--- src/pcdio_regs.svh ---
`ifndef PCDIO_REGS_SVH
`define PCDIO_REGS_SVH
// ----------------------------------------
// register offsets
// ----------------------------------------
`define PCDIO_OFS_C_DATA   8'h07
`define PCDIO_OFS_D_DATA   8'h08
`define PCDIO_OFS_E_DATA   8'h09
`define PCDIO_OFS_C_DIR    8'h87
`define PCDIO_OFS_D_DIR    8'h88
`define PCDIO_OFS_E_DIR    8'h89
`define PCDIO_OFS_ANSEL    8'h9F
// ----------------------------------------
// reset values and fields
// ----------------------------------------
`define PCDIO_RST_DIR      8'hFF
`define PCDIO_RST_E_DIR    8'h0F
`define PCDIO_RST_ANSEL    8'h00
`define PCDIO_BIT_IN_PEND  7
`define PCDIO_BIT_OUT_PEND 6
`define PCDIO_BIT_OVERRUN  5
`define PCDIO_BIT_SLAVE    4
`define PCDIO_BIT_DUMMY    3
// analog config value at or above which control side pins are digital
`define PCDIO_ANSEL_DIGITAL 4'h7
`define PCDIO_HOST_HOLD    4'h4
`endif

--- src/pcdio_if.sv ---
`timescale 1ns/1ps
interface pcdio_if;
  // parallel data pins
  logic [7:0] d_from_dev;
  logic [7:0] d_dev_oe;
  logic [7:0] d_from_host;
  logic       d_host_oe;
  // control side pins 2:0 (read, write, select), driven by host
  logic [2:0] e_from_dev;
  logic [2:0] e_dev_oe;
  logic [2:0] e_from_host;
  logic       e_host_oe;
  modport device (
    output d_from_dev, d_dev_oe, e_from_dev, e_dev_oe,
    input  d_from_host, d_host_oe, e_from_host, e_host_oe
  );
  modport host (
    input  d_from_dev, d_dev_oe, e_from_dev, e_dev_oe,
    output d_from_host, d_host_oe, e_from_host, e_host_oe
  );
endinterface

--- src/pcdio_device.sv ---
`timescale 1ns/1ps
`include "pcdio_regs.svh"
// Overview of operation
// RL1 - eight data pins, each with direction bit
// RL2 - slave select bit turns port into slave
// RL3 - low control pins become read, write, select
// RL4 - software sets control pins digital inputs first
// RL5 - analog control pins read back zero
// RL6 - direction bits drive pins even when analog
// RL7 - control pins analog after reset
// RL8 - input only pin needs reset pin disabled
// RL9 - dummy direction bit reads one, ignored
// RL10 - host read drives data onto pins
// RL11 - host write latches pins into register
// RL12 - select active low gates strobes
// RL13 - port directions reset to all inputs
// RL14 - direction one tristates, zero drives latch
// RL15 - input pending flag tracks unread word
// RL16 - sticky overrun on write while pending
// RL17 - output pending until host reads
// RL18 - strobes synchronised before use
// RL19 - clearing slave mode restores plain I/O
module pcdio_device (
  // clock and reset
  input  wire logic       core_clk,
  input  wire logic       rst,
  // software register port
  input  wire logic [7:0] reg_addr,
  input  wire logic       reg_wr,
  input  wire logic       reg_rd,
  input  wire logic [7:0] reg_wdata,
  output logic      [7:0] reg_rdata,
  // configuration straps
  input  wire logic       reset_pin_enable,
  // serial side port pins
  input  wire logic [7:0] c_pin_in,
  output logic      [7:0] c_pin_out,
  output logic      [7:0] c_pin_oe,
  // input only pin
  input  wire logic       input_only_pin,
  // link
  pcdio_if.device         link
);
  // ----------------------------------------
  // state
  // ----------------------------------------
  typedef struct packed {
    logic [7:0] c_lat;
    logic [7:0] d_lat;
    logic [7:0] d_in;
    logic [2:0] e_lat;
    logic [7:0] c_dir;
    logic [7:0] d_dir;
    logic [2:0] e_dir;
    logic       slave;
    logic       in_pend;
    logic       out_pend;
    logic       overrun;
    logic [3:0] ansel;
    logic [2:0] s1;
    logic [2:0] s2;
    logic [2:0] s3;
    logic [7:0] rdata;
    logic [7:0] c_out;
    logic [7:0] c_oe;
    logic [7:0] d_out;
    logic [7:0] d_oe;
    logic [2:0] e_out;
    logic [2:0] e_oe;
  } pcdio_dev_state_t;

  pcdio_dev_state_t r;
  pcdio_dev_state_t next_r;

  logic [2:0] e_pins;
  logic [7:0] d_pins;
  logic       digital;
  logic       rd_act;
  logic       rd_act_q;
  logic       wr_act;
  logic       wr_act_q;

  function automatic logic [7:0] pcdio_pin(input logic [7:0] own, input logic [7:0] oe,
                                           input logic [7:0] ext);
    pcdio_pin = (own & oe) | (ext & ~oe);
  endfunction

  function automatic logic pcdio_active(input logic slave, input logic sel_n,
                                        input logic stb_n);
    pcdio_active = slave && !sel_n && !stb_n;
  endfunction

  // ----------------------------------------
  // next state
  // ----------------------------------------
  always_comb begin
    next_r  = r;
    d_pins  = pcdio_pin(r.d_out, r.d_oe, link.d_host_oe ? link.d_from_host : 8'h00);
    e_pins  = link.e_host_oe ? link.e_from_host : r.e_out;
    digital = (r.ansel >= `PCDIO_ANSEL_DIGITAL);
    // ----------------------------------------
    // host strobes
    // ----------------------------------------
    // bit0 read, bit1 write, bit2 select, all active low
    next_r.s1 = e_pins; // RL18
    next_r.s2 = r.s1;
    next_r.s3 = r.s2;
    rd_act    = pcdio_active(r.slave, r.s2[2], r.s2[0]); // RL10 RL12
    rd_act_q  = pcdio_active(r.slave, r.s3[2], r.s3[0]);
    wr_act    = pcdio_active(r.slave, r.s2[2], r.s2[1]); // RL11 RL12
    wr_act_q  = pcdio_active(r.slave, r.s3[2], r.s3[1]);
    // data latched while write strobe active
    if (wr_act) begin
      next_r.d_in = d_pins; // RL11
    end
    if (!rd_act && rd_act_q) begin
      next_r.out_pend = 1'b0; // RL17
    end
    // ----------------------------------------
    // software side
    // ----------------------------------------
    if (reg_rd && reg_addr == `PCDIO_OFS_D_DATA) begin
      next_r.in_pend = 1'b0; // RL15
    end
    if (reg_wr) begin
      case (reg_addr)
        `PCDIO_OFS_C_DATA: next_r.c_lat = reg_wdata;
        `PCDIO_OFS_D_DATA: begin
          next_r.d_lat = reg_wdata;
          if (r.slave) begin
            next_r.out_pend = 1'b1; // RL17
          end
        end
        `PCDIO_OFS_E_DATA: next_r.e_lat = reg_wdata[2:0];
        `PCDIO_OFS_C_DIR:  next_r.c_dir = reg_wdata;
        `PCDIO_OFS_D_DIR:  next_r.d_dir = reg_wdata;
        `PCDIO_OFS_E_DIR: begin
          next_r.e_dir   = reg_wdata[2:0]; // RL9
          next_r.slave   = reg_wdata[`PCDIO_BIT_SLAVE]; // RL2 RL19
          next_r.overrun = r.overrun & reg_wdata[`PCDIO_BIT_OVERRUN]; // RL16
        end
        `PCDIO_OFS_ANSEL:  next_r.ansel = reg_wdata[3:0];
        default: begin
        end
      endcase
    end
    if (!wr_act && wr_act_q) begin
      next_r.in_pend = 1'b1; // RL15
      if (r.in_pend) begin
        next_r.overrun = 1'b1; // RL16
      end
    end
    // ----------------------------------------
    // read data
    // ----------------------------------------
    case (reg_addr)
      `PCDIO_OFS_C_DATA: next_r.rdata = pcdio_pin(r.c_out, r.c_oe, c_pin_in);
      `PCDIO_OFS_D_DATA: next_r.rdata = r.slave ? r.d_in : d_pins;
      `PCDIO_OFS_E_DATA: next_r.rdata = {4'h0,
                                        input_only_pin & ~reset_pin_enable, // RL8
                                        digital ? e_pins : 3'h0}; // RL5 RL7
      `PCDIO_OFS_C_DIR:  next_r.rdata = r.c_dir;
      `PCDIO_OFS_D_DIR:  next_r.rdata = r.d_dir;
      `PCDIO_OFS_E_DIR:  next_r.rdata = {r.in_pend, r.out_pend, r.overrun, r.slave,
                                        1'b1, r.e_dir}; // RL9
      `PCDIO_OFS_ANSEL:  next_r.rdata = {4'h0, r.ansel};
      default:           next_r.rdata = 8'h00;
    endcase
    // ----------------------------------------
    // pin drive
    // ----------------------------------------
    next_r.c_out = r.c_lat;
    next_r.c_oe  = ~r.c_dir; // RL14
    next_r.e_out = r.e_lat;
    next_r.e_oe  = ~r.e_dir; // RL6
    if (r.slave) begin
      next_r.d_out = r.d_lat;
      next_r.d_oe  = rd_act ? 8'hFF : 8'h00; // RL10
    end else begin
      next_r.d_out = r.d_lat; // RL1 RL19
      next_r.d_oe  = ~r.d_dir; // RL14
    end
    // ----------------------------------------
    // reset
    // ----------------------------------------
    if (rst) begin
      next_r          = '0;
      next_r.c_dir    = `PCDIO_RST_DIR; // RL13
      next_r.d_dir    = `PCDIO_RST_DIR; // RL13
      next_r.e_dir    = 3'(`PCDIO_RST_E_DIR);
      next_r.ansel    = 4'(`PCDIO_RST_ANSEL); // RL7
      next_r.s1       = 3'h7;
      next_r.s2       = 3'h7;
      next_r.s3       = 3'h7;
    end
  end

  always_ff @(posedge core_clk) begin
    r <= next_r;
  end

  // ----------------------------------------
  // outputs
  // ----------------------------------------
  assign reg_rdata       = r.rdata;
  assign c_pin_out       = r.c_out;
  assign c_pin_oe        = r.c_oe;
  assign link.d_from_dev = r.d_out;
  assign link.d_dev_oe   = r.d_oe;
  assign link.e_from_dev = r.e_out;
  assign link.e_dev_oe   = r.e_oe; // RL3
endmodule // pcdio_device

--- src/flat_wrapper.sv ---
// flat-port wrapper written by rule: the top's interface ports become plain ports
module pcdio_device_flat 
  (core_clk, rst, reg_addr, reg_wr, reg_rd, reg_wdata, reg_rdata, reset_pin_enable, c_pin_in, c_pin_out, c_pin_oe, input_only_pin, link_d_from_dev, link_d_dev_oe, link_e_from_dev, link_e_dev_oe, link_d_from_host, link_d_host_oe, link_e_from_host, link_e_host_oe);
  pcdio_if link_i ();
  input  wire logic core_clk;
  input  wire logic rst;
  input  wire logic [7:0] reg_addr;
  input  wire logic reg_wr;
  input  wire logic reg_rd;
  input  wire logic [7:0] reg_wdata;
  output logic      [7:0] reg_rdata;
  input  wire logic reset_pin_enable;
  input  wire logic [7:0] c_pin_in;
  output logic      [7:0] c_pin_out;
  output logic      [7:0] c_pin_oe;
  input  wire logic input_only_pin;
  output wire logic [$bits(link_i.d_from_dev)-1:0] link_d_from_dev;
  output wire logic [$bits(link_i.d_dev_oe)-1:0] link_d_dev_oe;
  output wire logic [$bits(link_i.e_from_dev)-1:0] link_e_from_dev;
  output wire logic [$bits(link_i.e_dev_oe)-1:0] link_e_dev_oe;
  input wire logic [$bits(link_i.d_from_host)-1:0] link_d_from_host;
  input wire logic [$bits(link_i.d_host_oe)-1:0] link_d_host_oe;
  input wire logic [$bits(link_i.e_from_host)-1:0] link_e_from_host;
  input wire logic [$bits(link_i.e_host_oe)-1:0] link_e_host_oe;
  assign link_d_from_dev = link_i.d_from_dev;
  assign link_d_dev_oe = link_i.d_dev_oe;
  assign link_e_from_dev = link_i.e_from_dev;
  assign link_e_dev_oe = link_i.e_dev_oe;
  assign link_i.d_from_host = link_d_from_host;
  assign link_i.d_host_oe = link_d_host_oe;
  assign link_i.e_from_host = link_e_from_host;
  assign link_i.e_host_oe = link_e_host_oe;
  pcdio_device u_core (.core_clk(core_clk), .rst(rst), .reg_addr(reg_addr), .reg_wr(reg_wr), .reg_rd(reg_rd), .reg_wdata(reg_wdata), .reg_rdata(reg_rdata), .reset_pin_enable(reset_pin_enable), .c_pin_in(c_pin_in), .c_pin_out(c_pin_out), .c_pin_oe(c_pin_oe), .input_only_pin(input_only_pin), .link(link_i));
endmodule
--- config.mk ---
export PLATFORM = sky130hd
export DESIGN_NAME = pcdio_device_flat
export DESIGN_NICKNAME = d
export VERILOG_FILES = /design/src/pcdio_if.sv /design/src/pcdio_device.sv /design/src/flat_wrapper.sv
export VERILOG_INCLUDE_DIRS = /design/src /design/src/src
export SDC_FILE = /design/constraint.sdc
export NUM_CORES = 1
export LEC_CHECK = 0
export ABC_AREA = 1
export BUFFER_PORTS_ARGS = -buffer_cell sky130_fd_sc_hd__buf_2
export CAP_MARGIN = 20
export CORE_ASPECT_RATIO = 0.7
export CORE_MARGIN = 2
export CORE_UTILIZATION = 50
export CTS_CLUSTER_SIZE = 12
export DETAILED_ROUTE_END_ITERATION = 6
export PLACE_DENSITY = 0.78
export SYNTH_ARGS = -nofsm -noshare
export SYNTH_HDL_FRONTEND = slang
export SYNTH_SLANG_ARGS = --single-unit
--- constraint.sdc ---
create_clock -name core_clk -period 1.1 [get_ports core_clk]
set_input_delay 0.165 -clock core_clk [delete_from_list [all_inputs] [get_ports core_clk]]
set_output_delay 0.165 -clock core_clk [all_outputs]
set_load 0.05 [all_outputs]
Yosys cells after proc, flatten, opt, wreduce, memory -nomap -nowiden:

Index checks and enable logic that the tools add are counted.

* flip-flop bits (word level): 109

* reduce and logical (&&, ||, !) cells: 25
* multiplexer cells: 17
* equal/unequal tests: 7
* $lt $le $gt $ge: 1
* bitwise operators: 14

Operator list (number)
* one-hot mux 8 bit (7 select lines): 1
* AND 8 bit: 4
* == test 8 bit (second input constant): 4
* 2-to-1 mux 8 bit: 4
* inverter 8 bit: 4
* == test 8 x 4 -> 1 bit (second input constant): 2
* bitwise OR 8 bit: 2
* AND reduction 2 bit: 7
* logical AND 1 bit: 9
* == test 8 x 3 -> 1 bit (second input constant): 1
* logical NOT 1 bit: 8
* 2-to-1 mux 1 bit: 8
* 2-to-1 mux 3 bit: 2
* 2-to-1 mux 6 bit: 1
* greater-or-equal comparator 4 x 3 -> 1 bit (second input constant): 1
* 2-to-1 mux 4 bit: 1
* inverter 3 bit: 1
* AND 1 bit: 2
* nonzero test 2 bit: 1
* inverter 1 bit: 1

Longest topological paths before layout:

Gate-level depths: netlist of run 1.

* depth in word-level cells: 11
* depth in mapped cells: 10
* depth with buffers taken out: 9

Worst setup path before layout of run 1:

No wires, ideal clock.

* path kind: in2reg
* start point: input reg_addr[6]
* end point: register u_core.r[68] (netlist bit)
* arrival time: 0.972 ns
* setup time: 0.137 ns
* data required time: 0.963 ns
* stages on the path: 8
* buffers on the path: 1
* setup slack: -0.009 ns
* cell sequence: inv_1 nand2_2 nor2_4 and2_4 nand2_2 buf_6 nand2_1 o211ai_2

* longest elaborated chain between the ends: 2

Ends and longest elaborated chain
* start: declaration: RTL line flat_wrapper.sv:7 `input wire logic [7:0] reg_addr;`
* == test 8 bit: RTL line pcdio_device.sv:126 `case (reg_addr)`
* AND reduction 2 bit (no line)
* end signal: assignment: RTL line pcdio_device.sv:199 `r <= next_r;`
* end: declaration: RTL line pcdio_device.sv:72 `pcdio_dev_state_t r;`

Every way passes these cells.
A chain may end at the register's enable or synchronous reset.

Worst setup path in the final report of run 1:

* start point: register u_core.r[62] (netlist bit)
* end point: register u_core.r (netlist bit u_core.reg_rdata[7])

* longest elaborated chain between the ends: 2

Ends and longest elaborated chain
* 2-to-1 mux 8 bit: RTL line pcdio_device.sv:158 `` `PCDIO_OFS_D_DATA: next_r.rdata = r.slave ? r.d_in : d_pins; ``
* one-hot mux 8 bit (7 select lines): RTL line pcdio_device.sv:156 `case (reg_addr)`

Every way passes these cells.

==> impl_metrics.yaml, run 1 <==
synth:
  synthTopCellsByArea: "dfxtp_1, nand2_1, buf_4"
  syn_nets: 700
  syn_avg_cell_area_um2: 7.362
  synth_top_family_by_area: "simple AND/OR/NAND/NOR gates"
  yosys.area.top_type_share_pct: 45.11
  synth_compound_area_share_pct: 9.726
  ys_ff_latch: 109
  synthAdderAreaFrac_pct: 0
  synth.distinct_cells: 31
  synth_area_leader_cell: "dfxtp_1"
  synth_xor_area_share_pct: 0
  ys.warnings.count: 0
  syn_inst: 657
  yosys.area_share.simple_pct: 29.49
  syn_area_um2: 4837
  ys_seq_area_share_pct: 45.11
  synth.area.mux_share_pct: 0
die:
  die_h_um: 86.29
  ios: 89
  fp.dieW_um: 121.6
  core_area_um2: 9216
  initial_core_util_pct: 52.48
  die_area_um2: 10490
  rows: 29
routing:
  route.detailed.drc: 0
  drtPass1Iterations: 5
  route.final.wire_length_um: 12410
  viasPerCell: 5.105
  postRouteAntennaNets: 0
  num_vias: 4365
  drt_iter0_markers: 320
  wl_per_cell_um: 14.52
power_and_ir_drop:
  power_density_nw_per_um2: 1312
  swShare_pct: 23.50
  peakVddDrop_mv: 0.8753
  p_sw_mw: 1.812
  p_int_mw: 5.900
  p_clk_share_pct: 42.6
  comb_power_share_pct: 5.9
  p_leak_nw: 2.763
  seqPwrFrac_pct: 51.5
setup_path:
  cp.depth: 7
  slowest_delay_ps: 370
  r2r_cells: 7
  worst_path_dominant_cell_family: "simple AND/OR/NAND/NOR gates"
  crit_buf_inv: 2
  slowest_stage: "dfxtp_4"
  path_class: "reg2reg"
  arrival_ps: 1360
  cp_data_required_time_ps: 1340
  worstPathCellList: "inv_2 > buf_4 > nand3_1 > nand2_1 > nand2_1 > nor2_1 > nor2_1"
  cp-end-kind: "flip-flop"
  critPathLaunchType: "flip-flop"
  crit_fanout: 7
final_layout:
  nNetsFinal: 770
  seq_area_um2: 2203
  final_cell_mix: "nand2_1, dfxtp_1, inv_1"
  drive_gt1_share_pct: 29.41
  stdcell_area_um2: 5877
  layout_commonest_cell: "nand2_1"
  multiInputGateArea_um2: 1932
  nFillCells: 841
  antennaDiodeCount: 0
  syn_to_final_growth_pct: 21.50
job:
  maxCapViolCount: 0
placed_design:
  place_ws_ps: -211.2
  gp_congestion: 0.9025
  hpwl_um: 9240
  placed_area_um2: 5320
  portBuffers: 88
clocking:
  htree_num_levels: 3
  cts.sinks: 109
  postCtsSetupBuffers: 0
  clock-root-buffer: "clkbuf_16"
  numCtsBuffers: 9
  cts_tree: "built"
  clock_latency_ps: 360
  cts.path.max_buffers: 2
  cts.clk_slew.worst_paths_ps: 70
timing:
  relSlewSlack_pct: 78.41
  hold_viol_final: 0
  finalClockSkew_ps: 6.424
  grt_setup_unrepaired: "yes"
  setup_viol: 2
  timing.setup.tns_ps: -33.56
  worst_pin_slew_ps: 323.8
  period_minus_slack_ps: 1120
  post-route-period-util_pct: 101.8
  max_freq_mhz: 893.1
  setup_ws_ps: -19.74
  maxSlewViolCount: 0
grt:
  grt_max_degree: 51
  grt_pass1_vias: 4076
  grt_first_pass_wirelength_um: 19360
  gr-total-overflow: 0
  grt_usage_pct: 23.76
  antenna_found_initial: 0
hold_path:
  hold_path_class: "in2reg"
  hold_depth: 3
run_status:
  status: "finished with violations"
  violations: "setup timing"
registers in the layout (all words and copies together) (netlist names):
name / flops
u_core.c_pin_oe: 8
u_core.link.d_dev_oe: 8
u_core.link.d_from_dev: 8
u_core.r: 63
u_core.link.e_dev_oe: 3
u_core.c_pin_out: 8
u_core.link.e_from_dev: 3
u_core.reg_rdata: 8
metal layers:
metal  vias to the layer above  GRT usage [%]  wire (um)
met4                         0          5.643        126
met3                        18          5.724        929
met5                         -              0          0
met1                      2011          31.53       5543
li1                       2146              -          -
met2                       190          39.48       5810
power groups by stage:
stage               Clock, mW  Combinational [mW]  Sequential, mW
finish                   3.29               0.454            3.97
global route             3.50               0.495            3.97
CTS                      3.30               0.446            3.97
detailed placement          0               0.441            4.07
global placement            0               0.429            4.07
floorplan                   0               0.232            4.06
cell type report:
| cell class | instances | share of cell area, % |
|---|---|---|
| Sequential cell | 109 | 37.49 |
| Tap cell | 124 | 2.640 |
| Timing Repair Buffer | 126 | 16.80 |
| Clock buffer | 9 | 3.832 |
| Multi-Input combinational cell | 401 | 32.87 |
| Clock inverter | 6 | 1.214 |
| Inverter | 80 | 5.152 |
kinds of logic after synthesis:
| kind of cell | count (synthesis) |
|---|---|
| compound gates | 85 |
| buf+inv | 147 |
| flops | 109 |
| simple gates | 316 |
tightest hold or removal path: cells and delay by family:
kind	cells	cell delay [ps]
and+or+nand+nor	2	140
buffers and inverters	1	80
through the flow:
stage	power, mW	cells	hold slack [ps]	util, %
final	7.712	855	51.78	63.77
after global routing	7.967	855	59.79	63.77
after CTS	7.724	855	46.12	62.39
after detailed placement	4.508	840	394.8	57.72
after global placement	4.495	840	390.1	57.72
after floorplan	4.296	657	278.2	-
path summary, 6_finish.rpt:
check,startpoint,end,slack (ps)
worst max-delay path,u_core.r[62],u_core.reg_rdata[7],-20
worst min-delay path,link_e_from_host[1],u_core.r[53],50
worst max register to register,u_core.r[62],u_core.reg_rdata[7],-20
worst min register to register,u_core.r[52],u_core.r[49],410
what timing repair did:
action / 4_1_cts / 5_1_grt
setup endpoints to repair: 49 / 44
cloned: 0 / 0
resized for setup: 52 / 48
pin swaps: 1 / 6
hold buffers: 0 / 0
synth_stat cells, drive strengths merged:
cell    number
and2         1
o211ai       5
clkbuf      12
nand2      163
o21ai       36
dfxtp      109
nor3         3
a31oi        1
nand4        1
nand3       65
inv         80
or2         11
nor2        70
a21oi       43
nand3b       2
buf         55
(Power assumes the default switching activity.)
==> inputs of run 2 (changes only) <==
SETUP_SLACK_MARGIN = 0.1   (was default)
==> impl_metrics.yaml, run 2 (synthesis results as in run 1) <==
setup_path:
  crit_fanout: 6
  arrival_ps: 1430
  path_class: "reg2reg"
  cp_data_required_time_ps: 1380
  worstPathCellList: "buf_6 > nand3_4 > buf_6 > nand4_1 > a21oi_1"
  slowest_stage: "dfxtp_4"
  crit_top_cell: "buf_6"
  crit_buf_inv: 2
  slowest_delay_ps: 370
  critPathLaunchType: "flip-flop"
  worst_path_dominant_cell_family: "flip-flops"
  cp-end-kind: "flip-flop"
routing:
  drt_iter0_markers: 280
  postRouteAntennaNets: 0
  num_vias: 4359
  route.detailed.drc: 0
  drtPass1Iterations: 5
  wl_per_cell_um: 15.06
  viasPerCell: 5.080
  route.final.wire_length_um: 12920
power_and_ir_drop:
  power_density_nw_per_um2: 1221
  peakVddDrop_mv: 0.9118
  p_leak_nw: 2.931
  finalPower_mw: 7.936
clocking:
  cts.sinks: 109
  cts_tree: "built"
  clock-root-buffer: "clkbuf_16"
  cts.clk_slew.worst_paths_ps: 70
  htree_num_levels: 3
  clock_latency_ps: 350
  cts.path.max_buffers: 2
  numCtsBuffers: 9
placed_design:
  gp_congestion: 0.8560
  hpwl_um: 8748
  placed_area_um2: 5364
  portBuffers: 88
grt:
  grt_max_degree: 60
  grt_usage_pct: 24.92
  gr-total-overflow: 0
  antenna_found_initial: 1
  grt_pass1_vias: 4171
  grt_first_pass_wirelength_um: 20240
run_status:
  status: "finished with violations"
  violations: "setup timing"
timing:
  setup_ws_ps: -53.55
  worst_pin_slew_ps: 343.8
  period_minus_slack_ps: 1154
  post-route-period-util_pct: 104.9
  timing.setup.tns_ps: -469.0
  relSlewSlack_pct: 76.84
  hold_viol_final: 0
  maxSlewViolCount: 0
  finalClockSkew_ps: 7.600
  max_freq_mhz: 866.9
  setup_viol: 13
  grt_setup_unrepaired: "yes"
die:
  die_h_um: 86.29
  rows: 29
  fp.dieW_um: 121.6
  core_area_um2: 9216
  ios: 89
  initial_core_util_pct: 52.48
  die_area_um2: 10490
hold_path:
  hold_path_class: "in2reg"
final_layout:
  drive_gt1_share_pct: 40.79
  layout_commonest_cell: "nand2_1"
  final_cell_mix: "nand2_1, inv_1, dfxtp_1"
  nNetsFinal: 771
  largest_reg_flops: 63
  syn_to_final_growth_pct: 34.40
  stdcell_area_um2: 6501
  regMostFlops: "u_core.r"
job:
  maxCapViolCount: 0
run 2: cell types whose count changed in the layout (fill, tap and decap cells not counted), moves of 9 or more:
| cell | before | now |
|---|---|---|
| buf_4 | 48 | 30 |
| buf_6 | 21 | 4 |
| buf_8 | 1 | 46 |
| dfxtp_1 | 94 | 61 |
| dfxtp_2 | 14 | 39 |
| inv_1 | 72 | 62 |
| nand2_1 | 146 | 129 |
| nand2_2 | 15 | 25 |
| nand3_1 | 64 | 54 |
| nand3_2 | 1 | 10 |
| o21ai_0 | 31 | 17 |
| o21ai_1 | 3 | 15 |
run 2: worst paths after layout:
path | start | end | slack, ps | depth (start not counted)
worst max-delay path | u_core.r[62] | u_core.r[59] | -50 | 5
worst min-delay path | link_e_from_host[2] | u_core.r[54] | 70 | 3
worst max register to register | u_core.r[62] | u_core.r[59] | -50 | 5
worst min register to register | u_core.r[108] | u_core.c_pin_out[7] | 420 | 2
run 2: final cells by class:
cell class	count	area [um^2]
Fill cell	730	2715
Clock inverter	5	83.83
Timing Repair inverter	1	7.507
Sequential cell	109	2265
Antenna cell	1	2.502
Clock buffer	11	232.7
Tap cell	124	155.1
Multi-Input combinational cell	401	2147
Timing Repair Buffer	126	1251
Inverter	80	356.6
run 2: metal layers:
layer  GRT usage (%)  vias to the layer above  share of wire [%]
met5               0                        -                  0
met4           6.270                        0               0.98
met2           39.99                      148                 47
met3           6.513                       13                6.7
met1           33.82                     2043                 45
li1                -                     2155                  -
run 2: power by group:
part	leakage [nW]	internal [mW]	switching (mW)	total, mW
clock	0.146	2.01	1.46	3.46
sequential	0.908	3.94	0.0110	3.96
combinational	1.88	0.175	0.341	0.516
total	2.93	6.13	1.81	7.94
run 2: worst reg2reg max path: stages (launching register included):
cell     delay [ps]
dfxtp_4         370
buf_6           140
nand3_4         120
buf_6           130
nand4_1         140
a21oi_1         180
run 2: metrics by stage:
stage	utilization [%]	setup WS, ps	std cells	hold slack [ps]
after floorplan	-	43.15	657	291.3
after global placement	58.20	-395.7	833	400.5
after detailed placement	58.20	-395.1	833	405.4
after CTS	67.68	-35.94	854	57.94
after global routing	70.51	-115.5	857	74.59
final	70.54	-53.55	858	66.07
run 2: repair_timing:
item | 4_1_cts | 5_1_grt
cloned | 1 | 0
setup buffers | 4 | 3
gates resized for setup | 200 | 78
pin swaps | 3 | 23
endpoints found under the hold margin | 0 | 0
hold buffers | 0 | 0
setup endpoints to repair | 73 | 90
==> inputs of run 3 (changes only) <==
ABC_AREA = default   (was 1)
CORE_UTILIZATION = 49   (was 50)
PLACE_DENSITY = 0.77   (was 0.78)
RECOVER_POWER = 25   (was default)
==> impl_metrics.yaml, run 3 <==
synth:
  yosys.area.top_type_share_pct: 47.82
  synth_area_leader_cell: "dfxtp_1"
  synth.distinct_cells: 48
  syn_area_um2: 4563
  syn_avg_cell_area_um2: 9.036
  synthFlopType: "dfxtp_1"
  syn_inst: 505
  ys_seq_area_share_pct: 47.82
  ys_ff_latch: 109
  synthTopCellsByCount: "dfxtp_1, nor2_1, nand2_1"
  ys.warnings.count: 0
  yosysMostFrequentCell: "dfxtp_1"
  synth_edf_count: 0
  syn_nets: 548
  synthTopCellsByArea: "dfxtp_1, buf_4, nor2_1"
  synthArstFlopShare_pct: 0
timing:
  hold_viol_final: 0
  hold_ws_ps: 98.53
  maxSlewViolCount: 0
  setup_viol: 75
  setup_ws_ps: -346.1
  relSlewSlack_pct: 48.13
  period_minus_slack_ps: 1446
  worst_pin_slew_ps: 778.0
  finalClockSkew_ps: 12.27
  max_freq_mhz: 691.5
  post-route-period-util_pct: 131.5
  grt_setup_unrepaired: "yes"
routing:
  postRouteAntennaNets: 0
  wl_per_cell_um: 22.00
  num_vias: 4501
  route.final.wire_length_um: 16830
  viasPerCell: 5.884
  top_layer_used: "met4"
  met2_length_um: 7731
  route.detailed.drc: 0
  wl_met1_um: 6572
  drtPass1Iterations: 5
  drt_iter0_markers: 494
  dr_wl_met3_um: 1690
final_layout:
  antennaDiodeCount: 0
  fin_cells: 765
  largest_reg_flops: 63
  regMostFlops: "u_core.r"
  drive_gt1_share_pct: 53.67
  layout_commonest_cell: "nor2_1"
  syn_to_final_growth_pct: 54.18
  stdcell_area_um2: 7036
  final_core_util_pct: 77.56
  final_cell_mix: "nor2_1, dfxtp_1, buf_4"
  nNetsFinal: 679
grt:
  grt_max_degree: 42
  grt_usage_pct: 30.09
  gr-total-overflow: 0
  grt_first_pass_wirelength_um: 23060
  grt_pass1_vias: 4355
  antenna_found_initial: 0
setup_path:
  path_class: "in2reg"
  r2r-start: "u_core.c_pin_oe[3]"
  worstSetupStartpoint: "reg_addr[0]"
  critPathLaunchType: "input port"
  arrival_ps: 1670
  reg2reg_slack_ps: -320
  crit_fanout: 8
  r2r_cells: 5
  r2r_end: "u_core.reg_rdata[3]"
  cp_data_required_time_ps: 1320
  cp-end-kind: "flip-flop"
die:
  die_h_um: 84.74
  initial_core_util_pct: 50.30
  rows: 29
  ios: 89
  die_area_um2: 10110
  core_area_um2: 9071
  fp.dieW_um: 119.3
hold_path:
  hold_end: "u_core.r[80]"
  hold_depth: 3
  hold_path_class: "in2reg"
  hp-start: "reg_wdata[6]"
placed_design:
  gp_congestion: 0.8955
  dpl.cell_count: 721
  placed_area_um2: 5419
  hpwl_um: 9344
  portBuffers: 88
clocking:
  htree_num_levels: 3
  clock_latency_ps: 360
  cts.clk_slew.worst_paths_ps: 70
  numCtsBuffers: 9
  cts_tree: "built"
  cts.path.max_buffers: 2
  cts.sinks: 109
  clock-root-buffer: "clkbuf_16"
power_and_ir_drop:
  power_density_nw_per_um2: 1127
  p_leak_nw: 2.855
  finalPower_mw: 7.928
  peakVddDrop_mv: 0.7832
run_status:
  violations: "setup timing"
  status: "finished with violations"
job:
  maxCapViolCount: 0
run 3: changes by cell type after synthesis, sizes merged, moves of 7 or more:
cell / before / now
nand2: 163 / 55
inv: 80 / 6
nand3: 65 / 14
mux2i: 0 / 27
a21oi: 43 / 19
o21ai: 36 / 13
nor2b: 0 / 20
clkbuf: 12 / 22
nand2b: 0 / 7
run 3: worst max-delay path, cell delays in order:
cell and delay, ps:
buf_2 160, and4b_1 230, buf_6 160, buf_4 160, a222oi_1 480, nand3b_1 190
a31oi_1 120
run 3: layer usage:
metal	vias up	GRT usage, %
li1	1949	-
met1	2143	38.30
met2	319	49.11
met3	90	9.103
met4	0	10.16
met5	-	0
run 3: cell type report:
class / instances / area (um^2)
repair buffers: 192 / 1998
flip-flops and latches: 109 / 2257
fillers: 513 / 2036
inverters: 6 / 22.52
well taps: 124 / 155.1
clock inverters: 4 / 36.28
clock buffers: 12 / 266.5
multi-input cells: 318 / 2300
run 3: worst max-delay path by stage:
stage                                to  cells after the start
finish              u_core.reg_rdata[0]                      7
global route        u_core.reg_rdata[0]                      7
CTS                 u_core.reg_rdata[3]                      6
detailed placement  u_core.reg_rdata[4]                      6
global placement    u_core.reg_rdata[4]                      6
floorplan           u_core.reg_rdata[4]                      6
run 3: logic make-up after synthesis:
kind of cell    synth area share [%]
compound gates                 11.54
buf+inv                        10.36
flops                          47.82
mux                            7.403
simple gates                   22.87
run 3: power by group:
group / internal, mW / total, mW / switching, mW
logic: 0.295 / 0.672 / 0.376
registers: 3.95 / 3.96 / 0.0138
clock network: 1.75 / 3.30 / 1.55
run 3: through the flow:
step / setup WS, ps / setup TNS, ps
final: -346.1 / -9545
after global routing: -359.5 / -11530
after global placement: -485.3 / -21250
after detailed placement: -537.6 / -23390
after CTS: -268.1 / -3009
after floorplan: -509.1 / -10390
run 3: repair_timing:
item | CTS | global route
pin swaps | 36 | 20
cloned | 3 | 1
endpoints found under the setup margin | 115 | 116
resized for setup | 273 | 54
setup buffers | 18 | 8
hold buffers | 0 | 0
